[config.mk]
export PLATFORM = sky130hd
export DESIGN_NAME = mse_top
export DESIGN_NICKNAME = d
export VERILOG_FILES = /design/src/include/mse_pkg.sv /design/src/hdl/mse_sense_filter.sv /design/src/hdl/mse_cascade.sv /design/src/hdl/mse_top.sv
export SDC_FILE = /design/constraint.sdc
export NUM_CORES = 1
export LEC_CHECK = 0
export CAP_MARGIN = 30
export CORE_AREA = 2 2 72 74
export DETAILED_ROUTE_END_ITERATION = 16
export DIE_AREA = 0 0 74 76
export DONT_BUFFER_PORTS = 1
export PLACE_DENSITY = 0.7
export SETUP_SLACK_MARGIN = 0.02
export SKIP_LAST_GASP = 1
export SLEW_MARGIN = 10
export SYNTH_ARGS = -nofsm -noshare
export SYNTH_HDL_FRONTEND = slang
export SYNTH_SLANG_ARGS = --single-unit
[constraint.sdc]
create_clock -name pclk -period 1.7 [get_ports pclk]
set_input_delay 0.255 -clock pclk [delete_from_list [all_inputs] [get_ports pclk]]
set_output_delay 0.255 -clock pclk [all_outputs]
set_load 0.005 [all_outputs]
[src/include/mse_pkg.sv]
// Package for the miscellaneous sense, enable and cascade block.
// Assumes a single 50 MHz APB clock domain and 32-bit APB data.
//
// Contract
// - Active-low reset clears every register to its reset value.
// - Reset forces mode register bit zero low, selecting stop mode.
// - A sense flag sets when its input stays high 160 ns or longer.
// - A set sense flag stays set until cleared by a register write.
// - Each user output follows its enable bit in the user register.
// - Cascade ready is driven low until cascade mode and JK pair received.
// - Cascade start is the common event that aligns cascaded devices.
package mse_pkg;

  // ----------------------------------------------------------------
  // Register offsets
  // ----------------------------------------------------------------
  localparam logic [7:0] MSE_OFF_USER_IO = 8'h00;
  localparam logic [7:0] MSE_OFF_MODE    = 8'h04;
  localparam logic [7:0] MSE_OFF_STATUS  = 8'h08;
  localparam logic [7:0] MSE_OFF_MASK    = 8'h0c;

  // ----------------------------------------------------------------
  // Field positions and reset values
  // ----------------------------------------------------------------
  localparam int         MSE_SENSE_LSB    = 0;   // Sense flags, bits 2:0.
  localparam int         MSE_ENABLE_LSB   = 4;   // Output enable bits, bits 6:4.
  localparam int         MSE_MODE_RUN_BIT = 0;   // Zero means stop mode.
  localparam int         MSE_MODE_CASC_BIT = 1;
  localparam int         MSE_MODE_JK_BIT  = 2;   // Read-only, JK pair seen.
  localparam int         MSE_MODE_CR_BIT  = 3;   // Read-only, ready released.
  localparam int         MSE_MODE_ALN_BIT = 4;   // Read-only, cascade aligned.
  localparam logic [2:0] MSE_ENABLE_RST   = 3'h0;
  localparam logic [1:0] MSE_MODE_RST     = 2'h0;
  localparam logic [3:0] MSE_MASK_RST     = 4'h0;
  localparam int         MSE_EV_ALIGN     = 3;   // Status bit for cascade start.

  // ----------------------------------------------------------------
  // Timing
  // ----------------------------------------------------------------
  localparam int MSE_CLK_MHZ       = 50;
  localparam int MSE_SENSE_MIN_NS  = 160;
  localparam int MSE_SENSE_CYCLES  = (MSE_SENSE_MIN_NS * MSE_CLK_MHZ + 999) / 1000;

  // ----------------------------------------------------------------
  // Types
  // ----------------------------------------------------------------
  typedef struct packed {
    logic [7:0]  paddr;
    logic        psel;
    logic        penable;
    logic        pwrite;
    logic [31:0] pwdata;
  } mse_apb_req_t;

  typedef enum logic [2:0] {
    MSE_CS_IDLE  = 3'b001,
    MSE_CS_READY = 3'b010,
    MSE_CS_ALIGN = 3'b100
  } mse_casc_st_t;

endpackage

[src/hdl/mse_sense_filter.sv]
// One sense input filter: synchroniser, high-time counter, sticky flag.
// Assumes the input is synchronous enough to pclk to be sampled twice.
`timescale 1ns/1ps
module mse_sense_filter #(
  parameter int MIN_CYCLES = mse_pkg::MSE_SENSE_CYCLES
) (
  // Clock and reset
  input  wire logic pclk,
  input  wire logic presetn,
  input  wire logic clk_en,
  // Pin and control
  input  wire logic sense_pin,
  input  wire logic clear,
  // Result
  output logic      flag,
  output logic      set_pulse
);

  localparam int CW = $clog2(MIN_CYCLES + 1);

  logic          sync1_r;
  logic          sync2_r;
  logic [CW-1:0] cnt_r;
  logic [CW-1:0] cnt_nxt;
  logic          flag_r;
  logic          flag_nxt;
  logic          hit;

  // Count the synchronised high time; a low sample restarts the count.
  always_comb
  begin
    cnt_nxt = cnt_r;
    hit     = 1'b0;
    if (!sync2_r)
      cnt_nxt = '0;
    else if (cnt_r != CW'(MIN_CYCLES))
      cnt_nxt = cnt_r + CW'(1);
    if (sync2_r && (cnt_r == CW'(MIN_CYCLES - 1)))
      hit = 1'b1;
    // Set wins over a clear in the same cycle, so no event is lost.
    flag_nxt = hit | (flag_r & ~clear);
  end

  // Registers; reset clears everything.
  always_ff @(posedge pclk or negedge presetn)
  begin
    if (!presetn)
    begin
      sync1_r <= 1'b0;
      sync2_r <= 1'b0;
      cnt_r   <= '0;
      flag_r  <= 1'b0;
    end
    else if (clk_en)
    begin
      sync1_r <= sense_pin;
      sync2_r <= sync1_r;
      cnt_r   <= cnt_nxt;
      flag_r  <= flag_nxt;
    end
  end

  assign flag      = flag_r;
  assign set_pulse = hit & ~flag_r & clk_en;

endmodule

[src/hdl/mse_cascade.sv]
// Cascade ready and start handshake.
// Assumes cascade start is tied low when cascading is unused.
`timescale 1ns/1ps
module mse_cascade (
  // Clock and reset
  input  wire logic pclk,
  input  wire logic presetn,
  input  wire logic clk_en,
  // Control
  input  wire logic cascade_mode_bit,
  input  wire logic jk_pair_seen,
  input  wire logic cascade_start,
  // Open-drain ready, low enable and status
  output logic      cascade_ready_out_o,
  output logic      cascade_ready_out_oe,
  output logic      aligned,
  output logic      align_pulse
);

  mse_pkg::mse_casc_st_t st_r;
  mse_pkg::mse_casc_st_t st_nxt;
  logic                  start_q_r;
  logic                  rise;

  // Next state; leaving cascade mode always returns to idle.
  always_comb
  begin
    st_nxt = st_r;
    rise   = cascade_start & ~start_q_r;
    case (st_r)
      mse_pkg::MSE_CS_IDLE:
        if (cascade_mode_bit && jk_pair_seen)
          st_nxt = mse_pkg::MSE_CS_READY;
      mse_pkg::MSE_CS_READY:
        if (!cascade_mode_bit)
          st_nxt = mse_pkg::MSE_CS_IDLE;
        else if (rise)
          st_nxt = mse_pkg::MSE_CS_ALIGN;
      mse_pkg::MSE_CS_ALIGN:
        if (!cascade_mode_bit)
          st_nxt = mse_pkg::MSE_CS_IDLE;
      default:
        st_nxt = mse_pkg::MSE_CS_IDLE;
    endcase
  end

  // State registers.
  always_ff @(posedge pclk or negedge presetn)
  begin
    if (!presetn)
    begin
      st_r      <= mse_pkg::MSE_CS_IDLE;
      start_q_r <= 1'b0;
    end
    else if (clk_en)
    begin
      st_r      <= st_nxt;
      start_q_r <= cascade_start;
    end
  end

  // Drive the line low in idle; released otherwise. The pin output is always zero.
  assign cascade_ready_out_o  = 1'b0;
  assign cascade_ready_out_oe = (st_r == mse_pkg::MSE_CS_IDLE);
  assign aligned              = (st_r == mse_pkg::MSE_CS_ALIGN);
  assign align_pulse          = clk_en & rise & (st_r == mse_pkg::MSE_CS_READY);

endmodule

[src/hdl/mse_top.sv]
// Top of the miscellaneous sense, enable and cascade block with APB slave.
// Assumes APB master signals are synchronous to pclk; pins are sampled on pclk.
//
// The register addresses and the APB slave port are this design's own decisions.
`timescale 1ns/1ps
module mse_top #(
  parameter int NUM_SENSE = 3
) (
  // Clock, reset and clock enable
  input  wire logic                 pclk,
  input  wire logic                 presetn,
  input  wire logic                 clk_en,
  // APB slave
  input  wire logic [7:0]           paddr,
  input  wire logic                 psel,
  input  wire logic                 penable,
  input  wire logic                 pwrite,
  input  wire logic [31:0]          pwdata,
  output logic      [31:0]          prdata,
  output logic                      pready,
  output logic                      pslverr,
  // User pins
  input  wire logic [NUM_SENSE-1:0] sense_pin,
  output logic      [NUM_SENSE-1:0] user_output,
  // Cascade
  input  wire logic                 jk_pair_seen,
  input  wire logic                 cascade_start,
  output logic                      cascade_ready_out_o,
  output logic                      cascade_ready_out_oe,
  // Mode and interrupt
  output logic                      run_mode,
  output logic                      irq
);

  // ----------------------------------------------------------------
  // Bus decode
  // ----------------------------------------------------------------
  mse_pkg::mse_apb_req_t req;
  logic                  acc;
  logic                  wr;
  logic                  hit_user;
  logic                  hit_mode;
  logic                  hit_stat;
  logic                  hit_mask;
  logic                  mapped;

  // Gather the request; a write lands at the access edge only.
  always_comb
  begin
    req      = '{paddr: paddr, psel: psel, penable: penable, pwrite: pwrite,
                 pwdata: pwdata};
    acc      = req.psel & req.penable & clk_en;
    wr       = acc & req.pwrite;
    hit_user = (req.paddr == mse_pkg::MSE_OFF_USER_IO);
    hit_mode = (req.paddr == mse_pkg::MSE_OFF_MODE);
    hit_stat = (req.paddr == mse_pkg::MSE_OFF_STATUS);
    hit_mask = (req.paddr == mse_pkg::MSE_OFF_MASK);
    mapped   = hit_user | hit_mode | hit_stat | hit_mask;
  end

  // Zero wait states, but a frozen clock enable stalls the access.
  assign pready  = clk_en;
  assign pslverr = psel & penable & ~mapped;

  // ----------------------------------------------------------------
  // Sense filters
  // ----------------------------------------------------------------
  logic [NUM_SENSE-1:0] sense_flag;
  logic [NUM_SENSE-1:0] sense_set;
  logic [NUM_SENSE-1:0] sense_clr;

  // Writing one to a sense bit of the user register clears it.
  assign sense_clr = (wr && hit_user) ? pwdata[mse_pkg::MSE_SENSE_LSB +: NUM_SENSE]
                                      : '0;

  genvar gi;
  generate
    for (gi = 0; gi < NUM_SENSE; gi++)
    begin : g_sense
      mse_sense_filter #(
        .MIN_CYCLES (mse_pkg::MSE_SENSE_CYCLES)
      ) u_filt (
        .pclk      (pclk),
        .presetn   (presetn),
        .clk_en    (clk_en),
        .sense_pin (sense_pin[gi]),
        .clear     (sense_clr[gi]),
        .flag      (sense_flag[gi]),
        .set_pulse (sense_set[gi])
      );
    end
  endgenerate

  // ----------------------------------------------------------------
  // Control registers
  // ----------------------------------------------------------------
  logic [NUM_SENSE-1:0] enable_r;
  logic [NUM_SENSE-1:0] enable_nxt;
  logic [1:0]           mode_r;
  logic [1:0]           mode_nxt;
  logic [NUM_SENSE:0]   mask_r;
  logic [NUM_SENSE:0]   mask_nxt;
  logic [NUM_SENSE:0]   stat_r;
  logic [NUM_SENSE:0]   stat_nxt;
  logic [NUM_SENSE-1:0] user_output_r;
  logic                 irq_r;
  logic                 aligned;
  logic                 align_pulse;
  logic [NUM_SENSE:0]   events;

  assign events = {align_pulse, sense_set};

  // Next values of the software registers and sticky status.
  always_comb
  begin
    enable_nxt = enable_r;
    mode_nxt   = mode_r;
    mask_nxt   = mask_r;
    if (wr && hit_user)
      enable_nxt = pwdata[mse_pkg::MSE_ENABLE_LSB +: NUM_SENSE];
    if (wr && hit_mode)
      mode_nxt = {pwdata[mse_pkg::MSE_MODE_CASC_BIT], pwdata[mse_pkg::MSE_MODE_RUN_BIT]};
    if (wr && hit_mask)
      mask_nxt = pwdata[NUM_SENSE:0];
    // An event in the clear cycle keeps its bit set.
    stat_nxt = events | (stat_r & ~((wr && hit_stat) ? pwdata[NUM_SENSE:0]
                                                    : {(NUM_SENSE + 1){1'b0}}));
  end

  // Register stage; reset puts the block in stop mode with outputs off.
  always_ff @(posedge pclk or negedge presetn)
  begin
    if (!presetn)
    begin
      enable_r      <= mse_pkg::MSE_ENABLE_RST;
      mode_r        <= mse_pkg::MSE_MODE_RST;
      mask_r        <= mse_pkg::MSE_MASK_RST;
      stat_r        <= '0;
      user_output_r <= '0;
      irq_r         <= 1'b0;
    end
    else if (clk_en)
    begin
      enable_r      <= enable_nxt;
      mode_r        <= mode_nxt;
      mask_r        <= mask_nxt;
      stat_r        <= stat_nxt;
      user_output_r <= enable_nxt;
      irq_r         <= |(stat_nxt & mask_nxt);
    end
  end

  assign user_output = user_output_r;
  assign run_mode    = mode_r[0];
  assign irq         = irq_r;

  // ----------------------------------------------------------------
  // Cascade handshake
  // ----------------------------------------------------------------
  mse_cascade u_casc (
    .pclk                 (pclk),
    .presetn              (presetn),
    .clk_en               (clk_en),
    .cascade_mode_bit     (mode_r[1]),
    .jk_pair_seen         (jk_pair_seen),
    .cascade_start        (cascade_start),
    .cascade_ready_out_o  (cascade_ready_out_o),
    .cascade_ready_out_oe (cascade_ready_out_oe),
    .aligned              (aligned),
    .align_pulse          (align_pulse)
  );

  // ----------------------------------------------------------------
  // Read data
  // ----------------------------------------------------------------
  logic [31:0] rd_nxt;
  logic [31:0] prdata_r;

  // Read mux; prdata is registered ahead of the access phase edge.
  always_comb
  begin
    rd_nxt = 32'h0000_0000;
    if (hit_user)
    begin
      rd_nxt[mse_pkg::MSE_SENSE_LSB +: NUM_SENSE]  = sense_flag;
      rd_nxt[mse_pkg::MSE_ENABLE_LSB +: NUM_SENSE] = enable_r;
    end
    else if (hit_mode)
    begin
      rd_nxt[mse_pkg::MSE_MODE_RUN_BIT]  = mode_r[0];
      rd_nxt[mse_pkg::MSE_MODE_CASC_BIT] = mode_r[1];
      rd_nxt[mse_pkg::MSE_MODE_JK_BIT]   = jk_pair_seen;
      rd_nxt[mse_pkg::MSE_MODE_CR_BIT]   = ~cascade_ready_out_oe;
      rd_nxt[mse_pkg::MSE_MODE_ALN_BIT]  = aligned;
    end
    else if (hit_stat)
      rd_nxt[NUM_SENSE:0] = stat_r;
    else if (hit_mask)
      rd_nxt[NUM_SENSE:0] = mask_r;
  end

  // Capture in the setup cycle so data stands through the access phase.
  always_ff @(posedge pclk or negedge presetn)
  begin
    if (!presetn)
      prdata_r <= 32'h0000_0000;
    else if (clk_en && psel && !penable)
      prdata_r <= rd_nxt;
  end

  assign prdata = prdata_r;

endmodule

==> flow_summary.ini, run 1 <==
[outcome]
outcome = complete, no violations

[layout]
nets = 319
nFillCells = 446
antenna_cells = 0
area_growth_pct = 7.10
drive_gt1_share_pct = 17.1

[timing]
finalWorstSetupSlack_ns = 0.00639
setup_violations = 0
final-max-slew-violation-count = 0
finalCritPeriodShare_pct = 99.6
fmax_ghz = 0.590
finClkSkew_ns = 0.00677
rsz0062_at_grt = true
tns_ns = 0
finalHoldViolCount = 0
min_period_ns = 1.69

[logic_synthesis]
ys_top_cells_by_area = dfrtp_1 (44%), buf_4 (8.0%), nand2_1 (4.4%), o21ai_0 (4.3%), mux2_2 (3.5%)
syn_area_um2 = 2540
yosysSeqAreaShare_pct = 45.4
yosysTopAreaCellShare_pct = 44.4
avgSynthCellArea_um2 = 10.0
yosysTopAreaCell = dfrtp_1
yosysMostFrequentCell = dfrtp_1
synth-edff-count = 0
yosys_warnings = 0
ys.flop_type = dfrtp_1
ys_async_sr_fraction_pct = 100
synth_cells = 253
synth_cell_type_count = 48
synth_common_cells = dfrtp_1 (45), nand2_1 (30), buf_4 (27)
ys_seq_elements = 46

[run]
cap_viol_max_count = 0

[min_path]
min_to = prdata[4]
hold_start = paddr[3]
hold_path.class = in2reg
worstHoldPathCells = 1

[setup_path]
crit_fanout = 5
reg2reg_slack_ns = 0.10
r2r_cells = 6
critPathSlowestCell = or4_4
timing.critical_path.cells = or4_4 -> buf_6 -> nor4_4 -> buf_4 -> mux2_2 -> o21ai_1 -> a41oi_2
worstSetupEndpointType = flop
cpPeakStageDelay_ns = 0.56
cp.arrival_ns = 1.87
r2r_start = g_sense[1].u_filt.cnt_r[0]
r2r-end = irq
start_kind = primary input
cp.required_ns = 1.88
critical_path_class = in2reg

[power]
total_leakage_power_nw = 1.23
power.density_nw_per_um2 = 845
peakVddDrop_mv = 0.523

[clock_network]
h-tree-depth = 2
clkLatencyLatePin_ns = 0.30
path_clk_slew_ns = 0.09
root_buffer = clkbuf_8
cts_tree = done
max-clock-path-buffers = 2
cts_buffers = 5
clock_sinks = 46

[routing]
ant_nets = 0
num_vias = 1726
first_iter_violations = 45
post-route-drc-count = 0
first_pass_iters = 4
wire_per_inst_um = 14.0
vias_per_cell = 5.18
drt-total-wl_um = 4660

[global_routing]
grt_pass1_wl_um = 7800
grt_use_total_pct = 17.7
grt_pass1_vias = 1730
grt_max_degree = 47
gr-total-overflow = 0
antenna_found_initial = 0

[floorplan]
ios = 92
core_um2 = 4910
die_w_um = 74
rows = 26
fp.dieH_um = 76
initial_core_util_pct = 51.7
dieArea_um2 = 5620

[placed_design]
pre_cts_slack_ns = -0.338
port_buffers = 0
hpwl_um = 3330
routabilityCongestion = 0.777
## state kept, by name (all words and copies together), names as in the netlist
signal	count
g_sense.u_filt.flag	3
stat_r	4
u_casc.start_q_r	1
user_output	3
g_sense.u_filt.sync1_r	3
mode_r	2
g_sense.u_filt.cnt_r	12
irq	1
mask_r	4
prdata	7
u_casc.st_r	3
g_sense.u_filt.sync2_r	3
## logic make-up after synthesis
logic type	count (synthesis)	share of synthesized area [%]
buffers and inverters	56	12.6
adder cells (fa/ha/maj)	6	2.96
flip-flops	46	45.4
other	1	0.148
AO/OA/AOI/OAI	56	14.5
AND/OR/NAND/NOR	71	15.3
multiplexers	17	9.12
## how the worst max path moves through the flow
stage	cells after the start	slack, ns	end	start
floorplan	5	-0.37	mode_r[0]	paddr[5]
detailed placement	4	-0.34	mode_r[0]	paddr[5]
global placement	4	-0.32	mode_r[0]	paddr[5]
finish	7	0.006	irq	paddr[5]
CTS	7	0.02	irq	paddr[6]
global route	7	-0.07	irq	paddr[5]
## stage by stage
step                total power, mW  utilization, %  cells  area, um2  hold slack (ns)
floorplan                      1.56               -    278       2640          -0.0406
global placement               1.56            52.0    322       2550          -0.0397
detailed placement             1.57            52.0    322       2550          -0.0397
CTS                            2.32            55.2    333       2710           0.0308
global route                   2.44            55.3    333       2720           0.0332
finish                         2.30            55.3    333       2720           0.0410
## cells in the final DEF, fill, tap and decap left out, types with 2 or more instances in the layout
cell type  instances
dfrtp_1           45
nand2_1           30
conb_1            26
inv_1             21
o21ai_0           20
buf_4              9
nand3_1            8
mux2_2             6
ha_1               6
clkbuf_8           6
nor2_1             5
mux2_4             4
o31ai_1            4
a21oi_1            4
o41ai_1            4
a22o_1             4
nand3b_1           3
nand2b_1           3
nor3b_1            3
o22ai_1            3
nor3_1             3
mux2_1             3
o211ai_1           3
mux4_2             3
nand4_1            2
a31oi_1            2
o21ai_1            2
a21o_1             2
and3_1             2
o221ai_1           2
a21bo_2            2
## critical path, delay by kind of cell
| family | cells | cell delay [ns] |
|---|---|---|
| simple gates | 2 | 0.67 |
| mux | 1 | 0.34 |
| buf+inv | 2 | 0.34 |
| compound gates | 2 | 0.27 |
## routing by layer
layer / vias up / track usage [%] / part of all wire [%]
met2: 40 / 28.6 / 48
met1: 825 / 22.2 / 44
met5: - / 0 / 0
li1: 855 / - / -
met4: 0 / 7.09 / 1.4
met3: 6 / 4.63 / 6.5
## where the power goes
part | total, mW | internal (mW) | switching [mW]
Sequential | 1.28 | 1.19 | 0.0929
Clock | 0.708 | 0.327 | 0.381
Combinational | 0.311 | 0.135 | 0.176
Total | 2.30 | 1.65 | 0.649
## cell type report
type / count / area [um2] / area share (%)
well taps: 70 / 87.6 / 3.22
repair buffers: 12 / 116 / 4.28
clock buffers: 6 / 82.6 / 3.04
inverters: 21 / 78.8 / 2.90
clock inverters: 2 / 12.5 / 0.460
flip-flops and latches: 46 / 1150 / 42.4
multi-input cells: 176 / 1190 / 43.7
## what timing repair did
item                                   CTS  global route
setup endpoints to repair                4             3
hold buffers                             2             0
setup buffers                            1             0
gates resized for setup                  4             3
endpoints found under the hold margin   46             0
pin swaps                                3             2
Note: power is estimated with default switching activity, not from simulation.
==> run 2, diff against run 1 <==
- ABC_AREA: default -> 1
- CORE_AREA: 2 2 72 74 -> 2 2 61 86
- DIE_AREA: 0 0 74 76 -> 0 0 63 88
- PLACE_DENSITY: 0.7 -> 0.71
==> flow_summary.ini, run 2 <==
[logic_synthesis]
synth_compound_area_share_pct = 9.25
ys_top_cells_by_area = dfrtp_1 (45%), nand2_1 (9.9%), buf_4 (8.0%), nand3_1 (6.5%), inv_1 (4.3%)
synth_top_family_by_area = simple AND/OR/NAND/NOR gates
muxShareOfSynthArea_pct = 1.78
yosysTopAreaCell = dfrtp_1
ys_async_sr_fraction_pct = 100
synth_xor_area_share_pct = 0
ys.flop_type = dfrtp_1
synth_cells = 301
yosysMostFrequentCell = nand2_1
ys_seq_elements = 46
synth_cell_type_count = 29
avgSynthCellArea_um2 = 8.41
synthSimpleGateAreaFrac_pct = 26.5
synthAdderAreaFrac_pct = 2.97
yosys_warnings = 0
yosysTopAreaCellShare_pct = 44.5
synth-edff-count = 0
yosysSeqAreaShare_pct = 45.5
synth_common_cells = nand2_1 (67), dfrtp_1 (45), nand3_1 (33)
syn_area_um2 = 2530

[timing]
finalCritPeriodShare_pct = 91.3
tns_ns = 0
finClkSkew_ns = 0.00919
fmax_ghz = 0.644
rsz0062_at_grt = false
setup_violations = 0
final-max-slew-violation-count = 0
finalWorstSetupSlack_ns = 0.148
finalHoldViolCount = 0
min_period_ns = 1.55

[floorplan]
ios = 92
die_w_um = 63
initial_core_util_pct = 53.1
core_um2 = 4770
dieArea_um2 = 5540
rows = 30
fp.dieH_um = 88

[power]
p_switching_mw = 0.801
power.density_nw_per_um2 = 988
p_seq_share_pct = 53.5
combPwrFrac_pct = 19.9
p_int_mw = 1.79
peakVddDrop_mv = 0.595
p_total_mw = 2.60
total_leakage_power_nw = 1.34
power_frac_clock_pct = 26.6
p_sw_share_pct = 30.9

[clock_network]
root_buffer = clkbuf_8
h-tree-depth = 2
clock_sinks = 46
cts_buffers = 5
max-clock-path-buffers = 2
path_clk_slew_ns = 0.08
clkLatencyLatePin_ns = 0.30
cts_tree = done

[routing]
vias_per_cell = 5.16
first_iter_violations = 99
post-route-drc-count = 0
ant_nets = 0
wire_per_inst_um = 12.8
num_vias = 1924
first_pass_iters = 5
drt-total-wl_um = 4760

[placed_design]
hpwl_um = 3520
routabilityCongestion = 0.867
port_buffers = 0
pre_cts_slack_ns = 0.231
placed_cells = 362

[layout]
final_core_util_pct = 55.1
largest_register_ffs = 12
area_growth_pct = 3.91
nets = 365
top_register = g_sense.u_filt.cnt_r
drive_gt1_share_pct = 10.7
stdcell_count = 373
antenna_cells = 0
layout_common_cells = nand2_1 (67), dfrtp_1 (45), nand3_1 (33)
layout_commonest_cell = nand2_1

[min_path]
min_to = g_sense[2].u_filt.sync1_r
hold_path.class = in2reg
worstHoldPathCells = 1
hold_start = clk_en

[setup_path]
critical_path_class = reg2out
r2r_start = g_sense[1].u_filt.cnt_r[1]
timing.critical_path.cells = inv_1 -> nor3_1 -> buf_4
cp.required_ns = 1.44
start_kind = flop
crit_fanout = 3
cpPeakStageDelay_ns = 0.54
cp.arrival_ns = 1.30
critPathSlowestCell = dfstp_2
r2r_cells = 10
worstSetupEndpointType = primary output
r2r-end = irq
reg2reg_slack_ns = 0.22

[global_routing]
grt_use_total_pct = 18.2
grt_max_degree = 47
gr-total-overflow = 0
grt_pass1_vias = 1734
grt_pass1_wl_um = 7780
antenna_found_initial = 0

[run]
cap_viol_max_count = 0

[outcome]
outcome = complete, no violations
==> run 2: critical path: cells and delay by family (launching register included) <==
family,cells,cell delay [ns]
buf+inv,2,0.24
flops,1,0.54
simple gates,1,0.22
==> run 2: kinds of logic (layout without fill, tap and decap cells) <==
kind of cell    after synthesis  after routing
simple gates                141            141
buf+inv                      62             45
flops                        46             46
compound gates               42             42
fa+ha+maj                     6              6
mux                           3              3
other cells                   1             26
==> run 2: stage by stage <==
step / hold slack (ns) / area, um2
floorplan: -0.0406 / 2620
global placement: -0.0394 / 2490
detailed placement: -0.0393 / 2490
CTS: 0.0477 / 2620
global route: 0.0519 / 2630
finish: 0.0541 / 2630
==> run 2: power by group through the flow <==
stage               Clock, mW  Combinational [mW]  Sequential, mW
floorplan                   0               0.423            1.38
global placement            0               0.454            1.40
detailed placement          0               0.476            1.41
CTS                     0.703               0.514            1.39
global route            0.753               0.609            1.41
finish                  0.691               0.516            1.39
==> run 2: routing by layer <==
metal	global-route usage (%)	share of wire, %
met4	9.49	3.3
met3	4.88	5.8
met1	21.0	41
met5	0	0
met2	31.2	50
==> run 2: layout make-up <==
type | instances | area [um2]
repair buffers | 6 | 67.6
clock buffers | 8 | 90.1
inverters | 31 | 116
well taps | 64 | 80.1
flip-flops and latches | 46 | 1150
multi-input cells | 218 | 1120
fillers | 461 | 2140
==> run 2: worst max-delay path by stage <==
stage / startpoint / end / slack [ns] / depth (start not counted)
after floorplan: u_casc.st_r[0] / u_casc.st_r[2] / 0.31 / 7
final: u_casc.st_r[0] / cascade_ready_out_oe / 0.15 / 3
after global placement: g_sense[1].u_filt.cnt_r[1] / irq / 0.25 / 10
after global routing: g_sense[1].u_filt.cnt_r[1] / irq / 0.03 / 10
after CTS: u_casc.st_r[0] / cascade_ready_out_oe / 0.15 / 3
after detailed placement: g_sense[1].u_filt.cnt_r[1] / irq / 0.23 / 10
==> run 2: repair_timing <==
item,in CTS,in global routing
setup buffers,0,1
hold endpoints to repair,46,0
hold buffers,2,0
endpoints found under the setup margin,0,1
resized for setup,0,0
==> run 3, diff against run 2 <==
- ABC_AREA: 1 -> default
- CORE_AREA: 2 2 61 86 -> 2 2 61 87
- DIE_AREA: 0 0 63 88 -> 0 0 63 89
- PLACE_DENSITY: 0.71 -> 0.68
- clock period: 1.7 -> 1.84 ns (I/O delays scaled with it)
==> flow_summary.ini, run 3 (synthesized netlist as in run 1, its figures left out) <==
[outcome]
outcome = complete, no violations

[routing]
ant_nets = 0
wire_per_inst_um = 14.5
post-route-drc-count = 0
vias_per_cell = 5.40
first_pass_iters = 4
first_iter_violations = 94
drt-total-wl_um = 4700
num_vias = 1755

[global_routing]
use_met1_pct = 20.0
gr-total-overflow = 0
antenna_found_initial = 0
met2_usage_pct = 31.6
grt_pass1_wl_um = 7800
grt_max_degree = 47
grt_use_total_pct = 18.2
grt_pass1_vias = 1613
use_met3_pct = 5.42
top_usage_layer = met2

[clock_network]
max-clock-path-buffers = 2
cts_buffers = 5
cts_resized = 0
clkLatencyLatePin_ns = 0.30
root_buffer = clkbuf_8
path_clk_slew_ns = 0.09
h-tree-depth = 2
clock_sinks = 46
cts_tree = done

[setup_path]
path_buf_inv = 1
cp.arrival_ns = 1.50
cp.required_ns = 1.56
cpPeakStageDelay_ns = 0.55
crit_fanout = 5
timing.critical_path.cells = or4_4 -> buf_4 -> or2_2 -> and3_1
reg2reg_slack_ns = 0.24
critical_path_class = in2out
start_kind = primary input
critPathSlowestCell = or4_4
worstSetupEndpointType = primary output
crit_family = simple AND/OR/NAND/NOR gates

[timing]
finalCritPeriodShare_pct = 96.6
relSlewSlack_pct = 59.0
final-max-slew-violation-count = 0
min_period_ns = 1.78
rsz0062_at_grt = false
finalHoldViolCount = 0
fin_hold_ws_ns = 0.0623
finClkSkew_ns = 0.00573
max_slew.worst_pin.slew_ns = 0.608
setup_violations = 0
tns_ns = 0
fmax_ghz = 0.563

[floorplan]
initial_core_util_pct = 53.3
core_um2 = 4770
fp.dieH_um = 89
die_w_um = 63
dieArea_um2 = 5610
rows = 30
ios = 92

[placed_design]
routabilityCongestion = 0.775
port_buffers = 0
hpwl_um = 3490

[layout]
top_register = g_sense.u_filt.cnt_r
nets = 317
largest_register_ffs = 12
layout_common_cells = dfrtp_1 (45), nand2_1 (30), conb_1 (26)
final_core_util_pct = 56.0
drive_gt1_share_pct = 15.3
antenna_cells = 0
area_growth_pct = 5.08
layout_commonest_cell = dfrtp_1

[power]
peakVddDrop_mv = 0.509
power_frac_clock_pct = 29.9
p_total_mw = 2.09
p_int_mw = 1.48
total_leakage_power_nw = 1.21
p_sw_share_pct = 28.9
p_seq_share_pct = 56.7
power.density_nw_per_um2 = 782
combPwrFrac_pct = 13.4
p_switching_mw = 0.603

[run]
cap_viol_max_count = 0

[min_path]
hold_path.class = in2reg
## run 3: changes by cell type in the layout (fill, tap and decap cells not counted), moves of 6 or more
cell	delta
nor2_1	-13
mux2_2	+6
inv_1	-8
nand2_1	-37
a21oi_1	-11
nand3_1	-25
## run 3: final timing paths
kind	startpoint	to	cells past startpoint
hold / removal	paddr[3]	prdata[4]	1
min in group asynchronous	presetn	prdata[5]	2
hold reg to reg	g_sense[1].u_filt.sync1_r	g_sense[1].u_filt.sync2_r	2
max in group asynchronous	presetn	u_casc.st_r[0]	2
setup reg to reg	u_casc.st_r[0]	u_casc.st_r[1]	5
setup / recovery	paddr[5]	pslverr	4
## run 3: worst reg2reg max path, cell delays in order, from the launching register on
cell and delay (ns):
dfstp_2 0.60, and3b_1 0.19, a31oi_1 0.13, o21ai_0 0.23, o21ai_0 0.22, o21ai_0 0.10
## run 3: timing repair
action                                 4_1_cts  5_1_grt
setup buffers                                0        0
endpoints found under the hold margin       46        0
hold buffers                                 2        0
## run 3: area by class of cell
type | instances | area [um2]
multi-input combinational | 176 | 1170
fill | 434 | 2100
clock inverter | 3 | 21.3
clock buffer | 5 | 68.8
timing repair buffer | 10 | 97.6
tap | 64 | 80.1
sequential | 46 | 1150
inverter | 21 | 78.8
## run 3: power by group through the flow
stage | clock network [mW] | registers [mW] | logic [mW]
2_1_floorplan | 0 | 1.18 | 0.268
3_3_place_gp | 0 | 1.20 | 0.247
3_5_place_dp | 0 | 1.20 | 0.254
4_1_cts | 0.647 | 1.18 | 0.285
5_1_grt | 0.689 | 1.20 | 0.326
6_report | 0.623 | 1.18 | 0.281
## run 3: metal layers
metal  up-vias  share of wire [%]
li1        846                  -
met1       835                 40
met2        63                 51
met3        11                5.6
met4         0                3.1
met5         -                  0
## run 3: stage by stage
step	std cells	setup WS, ns	instance area, um2
finish	325	0.0635	2670
global route	325	0.0290	2670
CTS	325	0.0656	2670
detailed placement	315	-0.200	2540
global placement	315	-0.204	2540
floorplan	278	-0.252	2640
